--- src/hdl/sar_adc_cfg.svh ---
// Register offsets, field positions, reset values and timing counts of the converter
`ifndef SAR_ADC_CFG_SVH
`define SAR_ADC_CFG_SVH

// ==========================================================
// Register byte offsets
`define OFS_CONTROL 8'h00
`define OFS_RESULT_HIGH 8'h04
`define OFS_AUX_TWO 8'h08
`define OFS_TRIG_CONFIG 8'h0C
`define OFS_TRIG_DELAY 8'h10
`define OFS_POWER 8'h14

// ==========================================================
// converter_control fields
`define CTRL_CH_LSB 0
`define CTRL_CH_MSB 2
`define CTRL_START 3
`define CTRL_DONE 4
`define CTRL_HW_EN 5
`define CTRL_RES0 6
`define CTRL_RES1 7

// auxiliary_control_two fields
`define AUX_OPAMP 0
`define AUX_CH1_SEL 1
`define AUX_RC_CLK 2

// trigger_config_reg fields
`define TRIG_SEL_LSB 0
`define TRIG_SEL_MSB 1
`define TRIG_TYPE_LSB 2
`define TRIG_TYPE_MSB 3

// power_control_reg fields
`define PWR_IDLE 0
`define PWR_DOWN 1

// ==========================================================
// Reset values
`define RST_BYTE 8'h00
`define RST_RESULT 10'h000

// ==========================================================
// Timing counts in converter clock cycles, result width and first trial code
`define SAMPLE_CYCLES 6'h04
`define BIT_CYCLES 6'h03
`define CONV_CYCLES 6'h22
`define MC_CYCLES 4'hC
`define RESULT_BITS 4'hA
`define SAR_FIRST_TRIAL 10'h200

// AXI responses
`define RESP_OKAY 2'h0
`define RESP_SLVERR 2'h2

`endif

--- src/hdl/sar_adc_pkg.sv ---
// Types shared by the converter control files
package sar_adc_pkg;

  // ==========================================================
  // Conversion sequencer states
  typedef enum logic [1:0]
  {
    CONV_IDLE = 2'b00,
    CONV_SAMPLE = 2'b01,
    CONV_APPROX = 2'b10
  } conv_state_e;

  // PWM trigger edge type
  typedef enum logic [1:0]
  {
    TRIG_RISE = 2'b00,
    TRIG_FALL = 2'b01,
    TRIG_CENTRE = 2'b10,
    TRIG_NONE = 2'b11
  } trig_type_e;

  // ==========================================================
  // Drive towards the analog macro
  typedef struct packed
  {
    logic [2:0] mux_channel;
    logic ch0_from_opamp;
    logic ch1_from_vbr;
    logic rc_clock_select;
    logic sample;
    logic [9:0] dac_code;
  } analog_ctrl_s;

  // Inputs from the PWM unit
  typedef struct packed
  {
    logic [2:0] even_out;
    logic centre_aligned;
    logic centre_point;
  } pwm_in_s;

endpackage

--- src/hdl/sar_step.sv ---
// One successive-approximation decision: keep or drop the trial bit, set the next trial
`timescale 1ns/1ps

module sar_step
(
  // Current approximation
  input wire logic [9:0] approx,
  input wire logic [3:0] bit_idx,
  // Comparator: input at or above the DAC voltage
  input wire logic comp_above,
  // Next approximation
  output logic [9:0] next_approx
);

  always_comb
  begin
    next_approx = approx;
    if (!comp_above)
    begin
      next_approx[bit_idx] = 1'b0;
    end
    if (bit_idx != 4'h0)
    begin
      next_approx[bit_idx - 4'h1] = 1'b1;
    end
  end

endmodule

--- src/hdl/sar_adc_conversion_control.sv ---
// Successive-approximation converter control with AXI4-Lite register access
`timescale 1ns/1ps
`include "sar_adc_cfg.svh"

module sar_adc_conversion_control
(
  // Clock, reset, enable
  input wire logic clk,
  input wire logic rst_n,
  input wire logic ce,
  // AXI4-Lite write address and data
  input wire logic [31:0] s_axi_awaddr,
  input wire logic s_axi_awvalid,
  output logic s_axi_awready,
  input wire logic [31:0] s_axi_wdata,
  input wire logic [3:0] s_axi_wstrb,
  input wire logic s_axi_wvalid,
  output logic s_axi_wready,
  // AXI4-Lite write response
  output logic [1:0] s_axi_bresp,
  output logic s_axi_bvalid,
  input wire logic s_axi_bready,
  // AXI4-Lite read
  input wire logic [31:0] s_axi_araddr,
  input wire logic s_axi_arvalid,
  output logic s_axi_arready,
  output logic [31:0] s_axi_rdata,
  output logic [1:0] s_axi_rresp,
  output logic s_axi_rvalid,
  input wire logic s_axi_rready,
  // Start sources
  input wire logic external_start_pin,
  input wire sar_adc_pkg::pwm_in_s pwm_in,
  // Analog macro
  input wire logic comp_above,
  output sar_adc_pkg::analog_ctrl_s analog_ctrl,
  // Processor side
  output logic adc_irq_req,
  output logic cpu_wake
);

  // ==========================================================
  // Registers
  logic [2:0] channel_reg;
  logic start_reg;
  logic done_reg;
  logic hw_en_reg;
  logic [9:0] result_reg;
  logic [7:0] aux_reg;
  logic [7:0] trig_cfg_reg;
  logic [7:0] trig_delay_reg;
  logic [1:0] power_reg;
  sar_adc_pkg::conv_state_e state_reg;
  logic [5:0] cyc_reg;
  logic [3:0] bit_reg;
  logic [9:0] approx_reg;
  logic [9:0] approx_next;
  logic wake_reg;

  // ==========================================================
  // AXI4-Lite slave
  logic aw_held_reg;
  logic w_held_reg;
  logic [7:0] aw_addr_reg;
  logic [7:0] w_data_reg;
  logic w_lane0_reg;
  logic do_write;
  logic wr_ctrl;
  logic wr_aux;
  logic wr_trig;
  logic wr_dly;
  logic wr_pwr;
  logic wr_hit;
  logic [7:0] rd_byte;
  logic rd_hit;

  assign s_axi_awready = !aw_held_reg;
  assign s_axi_wready = !w_held_reg;
  assign s_axi_arready = !s_axi_rvalid;
  // Both halves in hand and the previous response gone
  assign do_write = ce && aw_held_reg && w_held_reg && !s_axi_bvalid;

  always_ff @(posedge clk)
  begin
    if (!rst_n)
    begin
      aw_held_reg <= 1'b0;
      w_held_reg <= 1'b0;
      aw_addr_reg <= 8'h00;
      w_data_reg <= 8'h00;
      w_lane0_reg <= 1'b0;
      s_axi_bvalid <= 1'b0;
      s_axi_bresp <= `RESP_OKAY;
    end
    else if (ce)
    begin
      if (s_axi_awvalid && !aw_held_reg)
      begin
        aw_held_reg <= 1'b1;
        aw_addr_reg <= s_axi_awaddr[7:0];
      end
      if (s_axi_wvalid && !w_held_reg)
      begin
        w_held_reg <= 1'b1;
        w_data_reg <= s_axi_wdata[7:0];
        w_lane0_reg <= s_axi_wstrb[0];
      end
      if (do_write)
      begin
        aw_held_reg <= 1'b0;
        w_held_reg <= 1'b0;
        s_axi_bvalid <= 1'b1;
        s_axi_bresp <= wr_hit ? `RESP_OKAY : `RESP_SLVERR;
      end
      else if (s_axi_bvalid && s_axi_bready)
      begin
        s_axi_bvalid <= 1'b0;
      end
    end
  end

  // Only byte lane 0 carries register bits; other lanes are ignored
  always_comb
  begin
    wr_hit = 1'b1;
    wr_ctrl = 1'b0;
    wr_aux = 1'b0;
    wr_trig = 1'b0;
    wr_dly = 1'b0;
    wr_pwr = 1'b0;
    unique case (aw_addr_reg)
      `OFS_CONTROL: wr_ctrl = do_write && w_lane0_reg;
      `OFS_RESULT_HIGH: wr_hit = 1'b1;
      `OFS_AUX_TWO: wr_aux = do_write && w_lane0_reg;
      `OFS_TRIG_CONFIG: wr_trig = do_write && w_lane0_reg;
      `OFS_TRIG_DELAY: wr_dly = do_write && w_lane0_reg;
      `OFS_POWER: wr_pwr = do_write && w_lane0_reg;
      default: wr_hit = 1'b0;
    endcase
  end

  always_comb
  begin
    rd_hit = 1'b1;
    unique case (s_axi_araddr[7:0])
      `OFS_CONTROL: rd_byte = {result_reg[1:0], hw_en_reg, done_reg, start_reg, channel_reg};
      `OFS_RESULT_HIGH: rd_byte = result_reg[9:2];
      `OFS_AUX_TWO: rd_byte = aux_reg;
      `OFS_TRIG_CONFIG: rd_byte = trig_cfg_reg;
      `OFS_TRIG_DELAY: rd_byte = trig_delay_reg;
      `OFS_POWER: rd_byte = {6'h00, power_reg};
      default:
      begin
        rd_byte = 8'h00;
        rd_hit = 1'b0;
      end
    endcase
  end

  always_ff @(posedge clk)
  begin
    if (!rst_n)
    begin
      s_axi_rvalid <= 1'b0;
      s_axi_rdata <= 32'h0000_0000;
      s_axi_rresp <= `RESP_OKAY;
    end
    else if (ce)
    begin
      if (s_axi_arvalid && !s_axi_rvalid)
      begin
        s_axi_rvalid <= 1'b1;
        s_axi_rdata <= {24'h000000, rd_byte};
        s_axi_rresp <= rd_hit ? `RESP_OKAY : `RESP_SLVERR;
      end
      else if (s_axi_rvalid && s_axi_rready)
      begin
        s_axi_rvalid <= 1'b0;
      end
    end
  end

  // ==========================================================
  // Plain configuration registers
  always_ff @(posedge clk)
  begin
    if (!rst_n)
    begin
      channel_reg <= 3'h0;
      hw_en_reg <= 1'b0;
      aux_reg <= `RST_BYTE;
      trig_cfg_reg <= `RST_BYTE;
      trig_delay_reg <= `RST_BYTE;
    end
    else if (ce)
    begin
      if (wr_ctrl)
      begin
        channel_reg <= w_data_reg[`CTRL_CH_MSB:`CTRL_CH_LSB];
        hw_en_reg <= w_data_reg[`CTRL_HW_EN];
      end
      if (wr_aux)
      begin
        aux_reg <= w_data_reg;
      end
      if (wr_trig)
      begin
        trig_cfg_reg <= w_data_reg;
      end
      if (wr_dly)
      begin
        trig_delay_reg <= w_data_reg;
      end
    end
  end

  // ==========================================================
  // External start pin qualification
  logic [3:0] low_cnt_reg;
  logic [3:0] high_cnt_reg;
  logic armed_reg;
  logic pin_start;

  // A glitch shorter than a machine cycle neither arms nor fires
  always_ff @(posedge clk)
  begin
    if (!rst_n)
    begin
      low_cnt_reg <= 4'h0;
      high_cnt_reg <= 4'h0;
      armed_reg <= 1'b0;
    end
    else if (ce)
    begin
      if (!external_start_pin)
      begin
        high_cnt_reg <= 4'h0;
        if (low_cnt_reg != `MC_CYCLES)
        begin
          low_cnt_reg <= low_cnt_reg + 4'h1;
        end
        // The twelfth low sample completes the machine cycle, so a minimum pulse arms
        if (low_cnt_reg >= `MC_CYCLES - 4'h1)
        begin
          armed_reg <= 1'b1;
        end
      end
      else
      begin
        low_cnt_reg <= 4'h0;
        if (high_cnt_reg != `MC_CYCLES)
        begin
          high_cnt_reg <= high_cnt_reg + 4'h1;
        end
        if (pin_start)
        begin
          armed_reg <= 1'b0;
        end
      end
    end
  end

  // Idle mode does not gate this path
  assign pin_start = armed_reg && external_start_pin && (high_cnt_reg == `MC_CYCLES);

  // ==========================================================
  // PWM trigger with programmed delay
  logic [2:0] pwm_prev_reg;
  logic centre_prev_reg;
  logic pwm_level;
  logic pwm_prev;
  logic pwm_event;
  logic delay_busy_reg;
  logic [7:0] delay_cnt_reg;
  logic pwm_start;
  sar_adc_pkg::trig_type_e trig_type;
  logic [1:0] trig_sel;

  assign trig_type = sar_adc_pkg::trig_type_e'(trig_cfg_reg[`TRIG_TYPE_MSB:`TRIG_TYPE_LSB]);
  assign trig_sel = trig_cfg_reg[`TRIG_SEL_MSB:`TRIG_SEL_LSB];
  // Selection 3 has no even channel behind it; rise and fall types never trigger on it
  assign pwm_level = (trig_sel == 2'h3) ? 1'b0 : pwm_in.even_out[trig_sel];
  assign pwm_prev = (trig_sel == 2'h3) ? 1'b0 : pwm_prev_reg[trig_sel];

  always_comb
  begin
    unique case (trig_type)
      sar_adc_pkg::TRIG_RISE: pwm_event = pwm_level && !pwm_prev;
      sar_adc_pkg::TRIG_FALL: pwm_event = !pwm_level && pwm_prev && (trig_sel != 2'h3);
      // Shared counter centre point: same instant for any channel
      sar_adc_pkg::TRIG_CENTRE: pwm_event = pwm_in.centre_aligned && pwm_in.centre_point && !centre_prev_reg;
      sar_adc_pkg::TRIG_NONE: pwm_event = 1'b0;
    endcase
  end

  always_ff @(posedge clk)
  begin
    if (!rst_n)
    begin
      pwm_prev_reg <= 3'h0;
      centre_prev_reg <= 1'b0;
      delay_busy_reg <= 1'b0;
      delay_cnt_reg <= 8'h00;
    end
    else if (ce)
    begin
      pwm_prev_reg <= pwm_in.even_out;
      centre_prev_reg <= pwm_in.centre_point;
      if (!delay_busy_reg && hw_en_reg && pwm_event)
      begin
        delay_busy_reg <= 1'b1;
        delay_cnt_reg <= trig_delay_reg;
      end
      else if (delay_busy_reg)
      begin
        if (delay_cnt_reg == 8'h00)
        begin
          delay_busy_reg <= 1'b0;
        end
        else
        begin
          delay_cnt_reg <= delay_cnt_reg - 8'h01;
        end
      end
    end
  end

  assign pwm_start = delay_busy_reg && (delay_cnt_reg == 8'h00);

  // ==========================================================
  // Conversion sequencer
  logic sw_start;
  logic hw_start;
  logic begin_conv;
  logic bit_decide;
  logic conv_end;

  assign sw_start = wr_ctrl && w_data_reg[`CTRL_START];
  assign hw_start = hw_en_reg && (pin_start || pwm_start);
  assign begin_conv = (state_reg == sar_adc_pkg::CONV_IDLE) && (sw_start || hw_start);
  assign bit_decide = (state_reg == sar_adc_pkg::CONV_APPROX)
    && (cyc_reg >= `SAMPLE_CYCLES)
    && ((6'(cyc_reg - `SAMPLE_CYCLES) % `BIT_CYCLES) == (`BIT_CYCLES - 6'h01));
  assign conv_end = bit_decide && (cyc_reg == (`CONV_CYCLES - 6'h01));

  sar_step i_sar_step
  (
    .approx(approx_reg),
    .bit_idx(bit_reg),
    .comp_above(comp_above),
    .next_approx(approx_next)
  );

  always_ff @(posedge clk)
  begin
    if (!rst_n)
    begin
      state_reg <= sar_adc_pkg::CONV_IDLE;
      cyc_reg <= 6'h00;
      bit_reg <= 4'h0;
      approx_reg <= `RST_RESULT;
    end
    else if (ce)
    begin
      unique case (state_reg)
        sar_adc_pkg::CONV_IDLE:
        begin
          if (begin_conv)
          begin
            state_reg <= sar_adc_pkg::CONV_SAMPLE;
            cyc_reg <= 6'h00;
          end
        end
        sar_adc_pkg::CONV_SAMPLE:
        begin
          cyc_reg <= cyc_reg + 6'h01;
          if (cyc_reg == `SAMPLE_CYCLES - 6'h01)
          begin
            state_reg <= sar_adc_pkg::CONV_APPROX;
            bit_reg <= `RESULT_BITS - 4'h1;
            approx_reg <= `SAR_FIRST_TRIAL;
          end
        end
        sar_adc_pkg::CONV_APPROX:
        begin
          cyc_reg <= cyc_reg + 6'h01;
          if (bit_decide)
          begin
            approx_reg <= approx_next;
            bit_reg <= bit_reg - 4'h1;
          end
          if (conv_end)
          begin
            state_reg <= sar_adc_pkg::CONV_IDLE;
          end
        end
        default:
        begin
          state_reg <= sar_adc_pkg::CONV_IDLE;
        end
      endcase
    end
  end

  // ==========================================================
  // Start bit, done flag, result
  always_ff @(posedge clk)
  begin
    if (!rst_n)
    begin
      start_reg <= 1'b0;
    end
    else if (ce)
    begin
      if (conv_end)
      begin
        start_reg <= 1'b0;
      end
      else if (begin_conv)
      begin
        start_reg <= 1'b1;
      end
    end
  end

  // Completion wins over a software clear in the same cycle
  always_ff @(posedge clk)
  begin
    if (!rst_n)
    begin
      done_reg <= 1'b0;
    end
    else if (ce)
    begin
      if (conv_end)
      begin
        done_reg <= 1'b1;
      end
      else if (wr_ctrl && !w_data_reg[`CTRL_DONE])
      begin
        done_reg <= 1'b0;
      end
    end
  end

  // Code is the final approximation: 000 at the bottom of range, 3FF at the top
  always_ff @(posedge clk)
  begin
    if (!rst_n)
    begin
      result_reg <= `RST_RESULT;
    end
    else if (ce && conv_end && !done_reg)
    begin
      result_reg <= approx_next;
    end
  end

  // ==========================================================
  // Power control and wake
  always_ff @(posedge clk)
  begin
    if (!rst_n)
    begin
      power_reg <= 2'h0;
      wake_reg <= 1'b0;
    end
    else if (ce)
    begin
      wake_reg <= 1'b0;
      if (conv_end && (power_reg != 2'h0))
      begin
        power_reg <= 2'h0;
        wake_reg <= 1'b1;
      end
      else if (wr_pwr)
      begin
        power_reg <= {w_data_reg[`PWR_DOWN], w_data_reg[`PWR_IDLE]};
      end
    end
  end

  assign cpu_wake = wake_reg;
  assign adc_irq_req = done_reg;

  // ==========================================================
  // Analog drive
  always_comb
  begin
    analog_ctrl.mux_channel = channel_reg;
    analog_ctrl.ch0_from_opamp = aux_reg[`AUX_OPAMP];
    analog_ctrl.ch1_from_vbr = aux_reg[`AUX_CH1_SEL];
    analog_ctrl.rc_clock_select = aux_reg[`AUX_RC_CLK];
    analog_ctrl.sample = (state_reg == sar_adc_pkg::CONV_SAMPLE);
    analog_ctrl.dac_code = approx_reg;
  end

endmodule

--- config.mk ---
export PLATFORM = sky130hd
export DESIGN_NAME = sar_adc_conversion_control
export DESIGN_NICKNAME = d
export VERILOG_FILES = /design/src/hdl/sar_adc_pkg.sv /design/src/hdl/sar_step.sv /design/src/hdl/sar_adc_conversion_control.sv
export VERILOG_INCLUDE_DIRS = /design/src /design/src/hdl
export SDC_FILE = /design/constraint.sdc
export NUM_CORES = 1
export LEC_CHECK = 0
export BUFFER_PORTS_ARGS = -buffer_cell sky130_fd_sc_hd__buf_2
export CORE_ASPECT_RATIO = 0.6
export CORE_MARGIN = 1.5
export CORE_UTILIZATION = 42
export DETAILED_ROUTE_END_ITERATION = 10
export PLACE_DENSITY = 0.65
export RECOVER_POWER = 25
export SLEW_MARGIN = 20
export SYNTH_ARGS = -nofsm -noshare
export SYNTH_HDL_FRONTEND = slang
export SYNTH_HIERARCHICAL = 1
export SYNTH_SLANG_ARGS = --single-unit
--- constraint.sdc ---
create_clock -name clk -period 7.4 [get_ports clk]
set_clock_uncertainty 0.2 [all_clocks]
set_input_delay 1.11 -clock clk [delete_from_list [all_inputs] [get_ports clk]]
set_output_delay 1.11 -clock clk [all_outputs]
set_load 0.02 [all_outputs]
==> key figures, run 1 <==
Timing
  – Fin crit share: 88.8%
  – Tmin final: 6.57 ns
  – Final Max Slew Viols: 50
  – Unrepaired setup endpoints after global routing: false
  – Final setup viols: 0
  – Count of final hold-check violations: 0
  – Worst-Margin Slew: 1.74 ns
  – Slew HR: -16.1%
  – Fmax: 0.152 GHz
  – Total Neg Setup Slack: 0 ns

Setup path
  – Critical path destination: result_reg[2]
  – Worst setup path category: flip-flop to flip-flop
  – Crit. End Element: flip-flop
  – Worst R2R Setup Slack: 0.83 ns
  – RR Endpoint: result_reg[2]
  – RR Startpoint: cyc_reg[5]
  – Crit path arrival time: 6.66 ns
  – CP max FO: 16
  – CP Launch Type: flip-flop
  – Worst Setup SP: cyc_reg[5]
  – Required time worst endpoint: 7.49 ns
  – Reg2reg path depth: 22

Clock network
  – CTS clk-pin slew, worst paths: 0.05 ns
  – Clock Path Buffers: 2
  – H-tree depth: 4
  – TritonCTS clock tree: done
  – Resize count post-CTS: 0
  – Sink Count: 118
  – CTS Buf Count: 17
  – Clk_lat worst skew: 0.41 ns
  – Post-cts hold buffer count: 0
  – Post-CTS setup repair buffer count: 0
  – Root buffer cell: clkbuf_16

Synthesis
  – Post-synth EDFFs: 0
  – Netlist area before placement: 0.00696 mm^2
  – Synth Flop Type: dfxtp_1
  – Yosys top cell area share: 34.0%
  – YS warnings: 6
  – Yosys cell types: 85
  – Commonest cells in the netlist: dfxtp_1, nand2_1, nor2b_1
  – Yosys reg bits: 118
  – Cells after Synth: 805
  – Top cells by area, synth: dfxtp_1, mux2i_1, nor2b_1
  – Syn Area/Cell: 8.64 um^2
  – Register area share after synthesis: 34.0%
  – Ys async rst share: 0%
  – Biggest area consumer among synthesized cells: dfxtp_1
  – Most common cell in the netlist: dfxtp_1

Placement
  – Post-DP HPWL: 12,300 um
  – DP Area: 0.00735 mm^2
  – # port buffers: 73
  – Routability Congestion: 0.859

Routing
  – Iteration-0 DRC Markers: 494
  – Detail Route Antenna Nets: 0
  – Vias per cell: 5.49
  – WL final: 17,300 um
  – DR vias: 5,952
  – First-pass DRT Iterations: 5
  – DRC: 0
  – Avg WL per Cell: 15.9 um

Global route
  – Global-route wire length before repair: 27,800 um
  – GRT Total Usage: 20.4%
  – Largest net degree at the start of global routing: 78
  – Initial antenna violation count: 0
  – GR Overflow Total: 0
  – Vias in the first global route: 5,228

Floorplanning
  – Initial Utilization: 42.9%
  – Chip height: 103 um
  – Die width: 169 um
  – Die Footprint: 0.0174 mm^2
  – Core Area: 0.0162 mm^2
  – I/O pin cnt: 175
  – Row count: 36

Layout
  – Reg area: 0.00236 mm^2
  – Design area: 0.00800 mm^2
  – Area growth from synthesis to layout: 15.0%
  – Diode count: 0
  – Area of the multi-input gates: 0.00418 mm^2
  – Fillers: 1,538
  – Layout cells sized above 1: 14.2%
  – Fin nets: 998

Run status
  – Violated checks: max-capacitance violations, max-slew violations
  – Status: finished with violations

Power
  – Peak VDD IR: 113 uV
  – Power per standard cell area: 210 mW/mm^2
  – Leakage: 3.03 nW

Run
  – Max-Cap Viols: 1

Min path
  – Min-delay worst type: flip-flop to flip-flop
[worst max-delay path, stage by stage (launching register included)]
cell      delay (ns)
dfxtp_1         0.46
nor4_1          0.50
or2_1           0.37
a21oi_1         0.12
ha_1            0.43
o31ai_1         0.47
o32ai_2         0.26
o21ai_0         0.27
o31ai_2         0.15
ha_1            0.32
a31o_2          0.25
a211oi_2        0.21
o211ai_2        0.22
xnor2_1         0.20
ha_1            0.27
o21ai_0         0.10
a311oi_1        0.26
a21boi_0        0.28
nand4_1         0.28
nor4_2          0.28
buf_4           0.26
mux2i_1         0.23
nor2b_1         0.06
[how the worst min path moves through the flow]
stage / endpoint / cells after the start / start / slack [ns]
after floorplan: start_reg / 2 / start_reg / 0.22
after global placement: start_reg / 2 / start_reg / 0.26
after detailed placement: start_reg / 2 / start_reg / 0.26
after CTS: start_reg / 2 / start_reg / 0.27
after global routing: start_reg / 2 / start_reg / 0.31
final: start_reg / 2 / start_reg / 0.26
[cells by family after synthesis]
logic type	after synthesis	synth area share [%]
and+or+nand+nor	303	23.4
AOI/OAI and AO/OA	166	17.4
DFF	118	34.0
buffers and inverters	104	7.54
muxes	80	12.1
adders and majority gates	21	3.78
xor gates and xnor gates	12	1.73
other	1	0.0539
[per-stage QoR]
step | std cells | hold WS (ns) | utilization [%] | total power [W] | worst slack, ns
5_1_grt | 1084 | 0.306 | 49.3 | 0.00174 | 0.334
3_3_place_gp | 1052 | 0.256 | 45.3 | 0.000749 | 1.04
3_5_place_dp | 1052 | 0.261 | 45.3 | 0.000749 | 1.02
6_report | 1084 | 0.259 | 49.3 | 0.00168 | 0.832
4_1_cts | 1084 | 0.267 | 49.5 | 0.00169 | 0.959
2_1_floorplan | 830 | 0.223 | - | 0.000733 | 1.57
[per-layer routing]
metal / global-route usage [%] / part of all wire [%]
met5: 0 / 0
met4: 4.97 / 0.76
met3: 3.76 / 5.7
met2: 27.3 / 39
met1: 32.5 / 55
[cell type report]
cell class / count / share of cell area (%)
timing repair buffer: 81 / 4.79
clock inverter: 13 / 2.83
multi-input combinational: 608 / 52.2
clock buffer: 19 / 5.66
tap: 209 / 3.27
inverter: 36 / 1.69
sequential: 118 / 29.5
[power breakdown]
part           internal, W  leakage [nW]  switching, W
sequential        0.000645         0.954     0.0000105
combinational    0.0000287          1.76     0.0000530
clock             0.000648         0.325      0.000297
[layout by cell type, fill, tap and decap left out, types with 17 or more instances in the layout]
master	instances
a21boi_0	19
a21oi_1	37
buf_2	39
clkbuf_1	34
clkbuf_16	17
conb_1	26
dfxtp_1	118
ha_1	21
inv_1	36
mux2i_1	63
nand2_1	84
nand3_1	28
nor2_1	41
nor2b_1	64
o21ai_0	29
No activity file was read; power rests on OpenSTA's default activity.
==> inputs of run 2 (changes only) <==
--- a/config.mk
+++ b/config.mk
@@ -9,9 +9,8 @@
 export BUFFER_PORTS_ARGS = -buffer_cell sky130_fd_sc_hd__buf_2
 export CORE_ASPECT_RATIO = 0.6
 export CORE_MARGIN = 1.5
-export CORE_UTILIZATION = 42
+export CORE_UTILIZATION = 30
 export DETAILED_ROUTE_END_ITERATION = 10
-export PLACE_DENSITY = 0.65
 export RECOVER_POWER = 25
 export SLEW_MARGIN = 20
 export SYNTH_ARGS = -nofsm -noshare
==> constraint.sdc (replaced) <==
create_clock -name clk -period 8.45 [get_ports clk]
set_clock_uncertainty 0.2 [all_clocks]
set_input_delay 1.2675 -clock clk [delete_from_list [all_inputs] [get_ports clk]]
set_output_delay 1.2675 -clock clk [all_outputs]
set_load 0.02 [all_outputs]
==> run 2 against run 1 <==
Against the previous run: the flow still finishes with violations (max-capacitance violations, max-slew violations); worst hold slack better by 0.0070 ns; core utilization is 14 points lower; wire length is 6.4% higher; first-iteration DRC count is 25% lower; sequential share of layout area is 0.093 points higher; count of clock-buffer cells in the layout is 1 lower; sequential cell count stayed put; clock power is 26% lower; design area is 0.31% lower; critical path type unchanged; largest power group unchanged; highest routed layer unchanged.
==> key figures, run 2 (same netlist as run 1, synthesis figures left out) <==
Timing
  – Final Max Slew Viols: 53 (was 50)
  – Count of final hold-check violations: 0 (unchanged)
  – Fin crit share: 86.2% (was 88.8%)
  – Unrepaired setup endpoints after global routing: false (unchanged)
  – Worst-Margin Slew: 1.90 ns (was 1.74 ns)
  – Slew HR: -26.9% (was -16.1%)
  – Final setup viols: 0 (unchanged)
  – Total Neg Setup Slack: 0 ns (unchanged)
  – Fmax: 0.137 GHz (was 0.152 GHz)
  – Tmin final: 7.28 ns (was 6.57 ns)
  – Final hold slack: 0.266 ns (was 0.259 ns)

Clock network
  – Clock Path Buffers: 2 (unchanged)
  – CTS clk-pin slew, worst paths: 0.06 ns (was 0.05 ns)
  – Post-CTS setup repair buffer count: 0 (unchanged)
  – Clk_lat worst skew: 0.42 ns (was 0.41 ns)
  – H-tree depth: 4 (unchanged)
  – CTS Buf Count: 17 (unchanged)
  – Resize count post-CTS: 0 (unchanged)
  – TritonCTS clock tree: done (unchanged)
  – Post-cts hold buffer count: 0 (unchanged)
  – Sink Count: 118 (unchanged)
  – Root buffer cell: clkbuf_16 (unchanged)

Routing
  – DRC: 0 (unchanged)
  – Uppermost layer routed: met4 (unchanged)
  – Vias per cell: 4.96 (was 5.49)
  – Avg WL per Cell: 15.6 um (was 15.9 um)
  – Iteration-0 DRC Markers: 371 (was 494)
  – First-pass DRT Iterations: 5 (unchanged)
  – DRT met1 WL: 10,300 um (was 9450 um)
  – Detail Route Antenna Nets: 0 (unchanged)
  – Wire length on met3: 1110 um (was 983 um)
  – DR vias: 5,847 (was 5,952)
  – Routed length on met2: 6790 um (was 6700 um)
  – WL final: 18,400 um (was 17,300 um)

Power
  – Internal Power: 0.00102 W (was 0.00132 W)
  – Sequential group share of total power: 42.7% (was 39.0%)
  – Peak VDD IR: 125 uV (was 113 uV)
  – Leakage: 2.96 nW (was 3.03 nW)
  – Sw frac: 24.2% (was 21.4%)
  – Comb pwr share: 5.4% (was 4.9%)
  – Clk pwr share: 51.9% (was 56.2%)
  – P_sw: 0.000325 W (was 0.000360 W)
  – Power per standard cell area: 169 mW/mm^2 (was 210 mW/mm^2)
  – Post-layout total power: 0.00134 W (was 0.00168 W)

Setup path
  – RR Endpoint: result_reg[0] (was result_reg[2])
  – Required time worst endpoint: 8.56 ns (was 7.49 ns)
  – Worst Setup SP: cyc_reg[2] (was cyc_reg[5])
  – Reg2reg path depth: 23 (was 22)
  – CP max FO: 21 (was 16)
  – Worst setup path category: flip-flop to flip-flop (unchanged)
  – Worst R2R Setup Slack: 1.17 ns (was 0.83 ns)
  – Crit path arrival time: 7.39 ns (was 6.66 ns)
  – CP Launch Type: flip-flop (unchanged)
  – RR Startpoint: cyc_reg[2] (was cyc_reg[5])
  – Crit. End Element: flip-flop (unchanged)

Min path
  – Min-delay worst type: flip-flop to flip-flop (unchanged)
  – Hold Path End: start_reg (unchanged)
  – Cell count of the worst hold path: 2 (unchanged)
  – Startpoint of the worst hold path: start_reg (unchanged)

Global route
  – GR Overflow Total: 0 (unchanged)
  – GRT Total Usage: 15.7% (was 20.4%)
  – Global-route wire length before repair: 29,700 um (was 27,800 um)
  – Initial antenna violation count: 0 (unchanged)
  – Vias in the first global route: 5,477 (was 5,228)
  – Largest net degree at the start of global routing: 75 (was 78)

Run status
  – Violated checks: max-capacitance violations, max-slew violations (unchanged)
  – Status: finished with violations (unchanged)

Floorplanning
  – Chip height: 121 um (was 103 um)
  – Core Area: 0.0224 mm^2 (was 0.0162 mm^2)
  – Die width: 200 um (was 169 um)
  – Row count: 42 (was 36)
  – Initial Utilization: 31.1% (was 42.9%)
  – I/O pin cnt: 175 (unchanged)
  – Die Footprint: 0.0241 mm^2 (was 0.0174 mm^2)

Placement
  – Routability Congestion: 0.862 (was 0.859)
  – # port buffers: 73 (unchanged)
  – Post-DP HPWL: 13,400 um (was 12,300 um)

Layout
  – Commonest non-fill, non-tap cell in the layout: dfxtp_1 (unchanged)
  – Commonest cells after routing, fill and taps aside: dfxtp_1, nand2_1, nor2b_1 (unchanged)
  – Layout cells sized above 1: 13.5% (was 14.2%)
  – Fin nets: 995 (was 998)
  – Diode count: 0 (unchanged)
  – Area growth from synthesis to layout: 14.6% (was 15.0%)

Run
  – Max-Cap Viols: 1 (unchanged)
[run 2: cell types whose count changed in the layout (fill, tap and decap cells not counted), moves of 2 or more]
cell and delta:
buf_4 -3, bufinv_16 -4, clkinvlp_4 +2, clkbuf_8 -2
[run 2: worst max-delay path by stage]
stage                          endpoint  slack (ns)
after global routing      result_reg[5]        0.56
after detailed placement  result_reg[8]        1.30
after CTS                 result_reg[0]        1.26
final                     result_reg[0]        1.17
after global placement    result_reg[0]        1.37
after floorplan           approx_reg[9]        2.62
[run 2: power groups by stage]
stage / registers [W] / clock network, W / logic, W
floorplan: 0.000584 / 0 / 0.0000580
global placement: 0.000585 / 0 / 0.0000723
detailed placement: 0.000585 / 0 / 0.0000728
CTS: 0.000573 / 0.000713 / 0.0000730
global route: 0.000575 / 0.000738 / 0.0000801
finish: 0.000574 / 0.000698 / 0.0000726
[run 2: final cells by class]
cell class,count,area (um^2)
fillers,2392,14400
multi-input cells,608,4160
clock buffers,18,429
well taps,308,385
clock inverters,13,135
flip-flops and latches,118,2360
repair buffers,78,362
inverters,36,135
[run 2: routing by layer]
layer / GRT usage, % / up-vias
met5: 0 / -
met4: 4.51 / 0
met3: 3.47 / 12
met2: 20.0 / 154
met1: 25.2 / 2749
li1: - / 2932
[run 2: through the flow]
stage	util [%]	cell area [um^2]	std cells	setup slack [ns]
global placement	33.3	7450	1148	1.37
detailed placement	33.3	7450	1148	1.30
floorplan	-	7050	830	2.62
finish	35.6	7970	1179	1.17
global route	35.6	7970	1179	0.562
CTS	35.8	8010	1179	1.26
[run 2: worst max-delay path, stage by stage, from the launching register on]
cell,delay (ns)
dfxtp_1,0.84
inv_1,0.36
ha_1,0.37
xnor2_2,0.56
a21oi_1,0.10
ha_1,0.45
o31ai_1,0.49
o32ai_2,0.26
o21ai_0,0.26
o31ai_2,0.13
ha_1,0.31
a31o_2,0.25
a211oi_2,0.20
o211ai_2,0.22
xnor2_1,0.19
ha_1,0.27
o21ai_0,0.10
a311oi_1,0.26
a21boi_0,0.28
nand4_1,0.27
nor4_2,0.27
buf_4,0.26
mux2i_1,0.22
nor2b_1,0.06
==> inputs of run 3 (changes only) <==
--- a/config.mk
+++ b/config.mk
@@ -12,6 +12,7 @@
 export CORE_UTILIZATION = 30
 export DETAILED_ROUTE_END_ITERATION = 10
 export RECOVER_POWER = 25
+export REMOVE_ABC_BUFFERS = 1
 export SLEW_MARGIN = 20
 export SYNTH_ARGS = -nofsm -noshare
 export SYNTH_HDL_FRONTEND = slang
==> run 3 against run 2 <==
Against the previous run: the flow still finishes with violations (max-capacitance violations, max-slew violations); wire length shrank 2.0%; sequential share of layout area shrank 0.33 points; core utilization grew 0.40 points; first-iteration DRC count grew 7.5%; die area is the same; count of clock-buffer cells in the layout grew 2; sequential cell count is the same; worst hold slack lost 0.0081 ns; fmax grew 2.2%; cell count grew 0.17%; register-to-register slack gained 0.16 ns.
==> key figures, run 3 (same netlist as run 1, synthesis figures left out) <==
Run status
  – Status: finished with violations (unchanged)
  – Violated checks: max-capacitance violations, max-slew violations (unchanged)

Placement
  – Pre-CTS setup slack: 1.37 ns (was 1.30 ns)
  – Routability Congestion: 0.825 (was 0.862)
  – DP Cell Count: 1,149 (was 1,148)
  – Post-DP HPWL: 13,000 um (was 13,400 um)
  – DP Area: 0.00746 mm^2 (was 0.00745 mm^2)
  – # port buffers: 73 (unchanged)

Routing
  – Avg WL per Cell: 15.2 um (was 15.6 um)
  – DR vias: 5,884 (was 5,847)
  – First-pass DRT Iterations: 4 (was 5)
  – Iteration-0 DRC Markers: 399 (was 371)
  – Detail Route Antenna Nets: 0 (unchanged)
  – DRC: 0 (unchanged)
  – Vias per cell: 4.98 (was 4.96)
  – WL final: 18,000 um (was 18,400 um)

Clock network
  – H-tree depth: 4 (unchanged)
  – Post-CTS setup repair buffer count: 0 (unchanged)
  – Resize count post-CTS: 0 (unchanged)
  – Post-cts hold buffer count: 0 (unchanged)
  – CTS Buf Count: 17 (unchanged)
  – Clk_lat worst skew: 0.42 ns (about the same)
  – Sink Count: 118 (unchanged)
  – Clock Path Buffers: 2 (unchanged)
  – CTS clk-pin slew, worst paths: 0.06 ns (about the same)
  – TritonCTS clock tree: done (unchanged)
  – Root buffer cell: clkbuf_16 (unchanged)

Setup path
  – Slowest CP cell: dfxtp_1 (unchanged)
  – Crit. End Element: flip-flop (unchanged)
  – Worst setup path category: flip-flop to flip-flop (unchanged)
  – Crit-path cells: inv_1 > ha_1 > xnor2_2 > a21oi_1 > ha_1 > o31ai_1 > o32ai_2 > o21ai_0 > o31ai_2 > ha_1 > a31o_2 > a211oi_2 > o211ai_2 > xnor2_1 > ha_1 > o21ai_0 > a311oi_1 > a21boi_0 > nand4_1 > nor4_2 > buf_4 > mux2i_1 > nor2b_1 (unchanged)
  – Most common cell on crit path: ha_1 (unchanged)
  – CP Launch Type: flip-flop (unchanged)
  – Crit path arrival time: 7.23 ns (was 7.39 ns)
  – Crit path max-delay family: compound AO/OA/AOI/OAI gates (unchanged)
  – Required time worst endpoint: 8.55 ns (was 8.56 ns)
  – CP max FO: 21 (unchanged)
  – Buffers plus inverters on the worst setup path: 2 (unchanged)
  – Worst path max stage delay: 0.80 ns (was 0.84 ns)

Min path
  – Min-delay worst type: flip-flop to flip-flop (unchanged)

Power
  – Power per standard cell area: 177 mW/mm^2 (was 169 mW/mm^2)
  – Leakage: 3.05 nW (was 2.96 nW)
  – Peak VDD IR: 149 uV (was 125 uV)

Timing
  – Tmin final: 7.12 ns (was 7.28 ns)
  – Final setup viols: 0 (unchanged)
  – Count of final hold-check violations: 0 (unchanged)
  – Worst-Margin Slew: 2.40 ns (was 1.90 ns)
  – Final worst slack: 1.33 ns (was 1.17 ns)
  – Fmax: 0.140 GHz (was 0.137 GHz)
  – Total Neg Setup Slack: 0 ns (unchanged)
  – Unrepaired setup endpoints after global routing: false (unchanged)
  – Slew HR: -60.0% (was -26.9%)
  – Final hold slack: 0.258 ns (was 0.266 ns)
  – Final Max Slew Viols: 65 (was 53)
  – Fin crit share: 84.3% (was 86.2%)

Layout
  – Diode count: 0 (unchanged)
  – Area growth from synthesis to layout: 15.9% (was 14.6%)
  – Layout cells sized above 1: 14.9% (was 13.5%)
  – Non-filler instance count after layout: 1,181 (was 1,179)
  – Commonest non-fill, non-tap cell in the layout: dfxtp_1 (unchanged)
  – Commonest cells after routing, fill and taps aside: dfxtp_1, nand2_1, nor2b_1 (unchanged)
  – Design area: 0.00806 mm^2 (was 0.00797 mm^2)
  – Fin nets: 996 (was 995)

Floorplanning
  – Core Area: 0.0224 mm^2 (unchanged)
  – I/O pin cnt: 175 (unchanged)
  – Row count: 42 (unchanged)
  – Initial Utilization: 31.1% (unchanged)
  – Die Footprint: 0.0241 mm^2 (unchanged)
  – Die width: 200 um (unchanged)
  – Chip height: 121 um (unchanged)

Global route
  – GRT Total Usage: 15.2% (was 15.7%)
  – GR Overflow Total: 0 (unchanged)
  – Global-route wire length before repair: 28,700 um (was 29,700 um)
  – Largest net degree at the start of global routing: 65 (was 75)
  – Initial antenna violation count: 0 (unchanged)
  – Vias in the first global route: 5,240 (was 5,477)

Run
  – Max-Cap Viols: 1 (unchanged)
==> run 3: through the flow <==
step	utilization [%]	power, W
6_report	36.0	0.00142
5_1_grt	36.0	0.00147
4_1_cts	36.1	0.00143
3_5_place_dp	33.3	0.000657
3_3_place_gp	33.3	0.000656
2_1_floorplan	-	0.000623
==> run 3: routing by layer <==
metal	vias up	wire length [um]	track usage, %
li1	2940	-	-
met1	2770	10300	24.9
met2	163	6530	18.4
met3	11	1010	4.09
met4	0	135	3.62
met5	-	0	0
==> run 3: layout make-up <==
class	instances	area, um^2
flip-flops and latches	118	2360
well taps	308	385
repair buffers	79	382
clock inverters	12	176
inverters	36	135
fillers	2341	14300
clock buffers	20	457
multi-input cells	608	4160
==> run 3: power breakdown <==
| group | switching, W | internal, W |
|---|---|---|
| clock network | 0.000269 | 0.000508 |
| registers | 0.00000789 | 0.000565 |
| logic | 0.0000474 | 0.0000261 |
==> run 3: worst register-to-register path: stages, from the launching register on <==
cell,delay (ns)
dfxtp_1,0.80
inv_1,0.35
ha_1,0.36
xnor2_2,0.53
a21oi_1,0.10
ha_1,0.45
o31ai_1,0.47
o32ai_2,0.23
o21ai_0,0.27
o31ai_2,0.14
ha_1,0.31
a31o_2,0.26
a211oi_2,0.19
o211ai_2,0.21
xnor2_1,0.19
ha_1,0.26
o21ai_0,0.10
a311oi_1,0.28
a21boi_0,0.26
nand4_1,0.26
nor4_2,0.28
buf_4,0.25
mux2i_1,0.21
nor2b_1,0.06
==> run 3: path summary, 6_finish.rpt <==
kind                        end       start  cells past startpoint  slack [ns]
setup / recovery  result_reg[5]  cyc_reg[2]                     23        1.33
hold / removal        start_reg   start_reg                      2        0.26
setup reg to reg  result_reg[5]  cyc_reg[2]                     23        1.33
hold reg to reg       start_reg   start_reg                      2        0.26
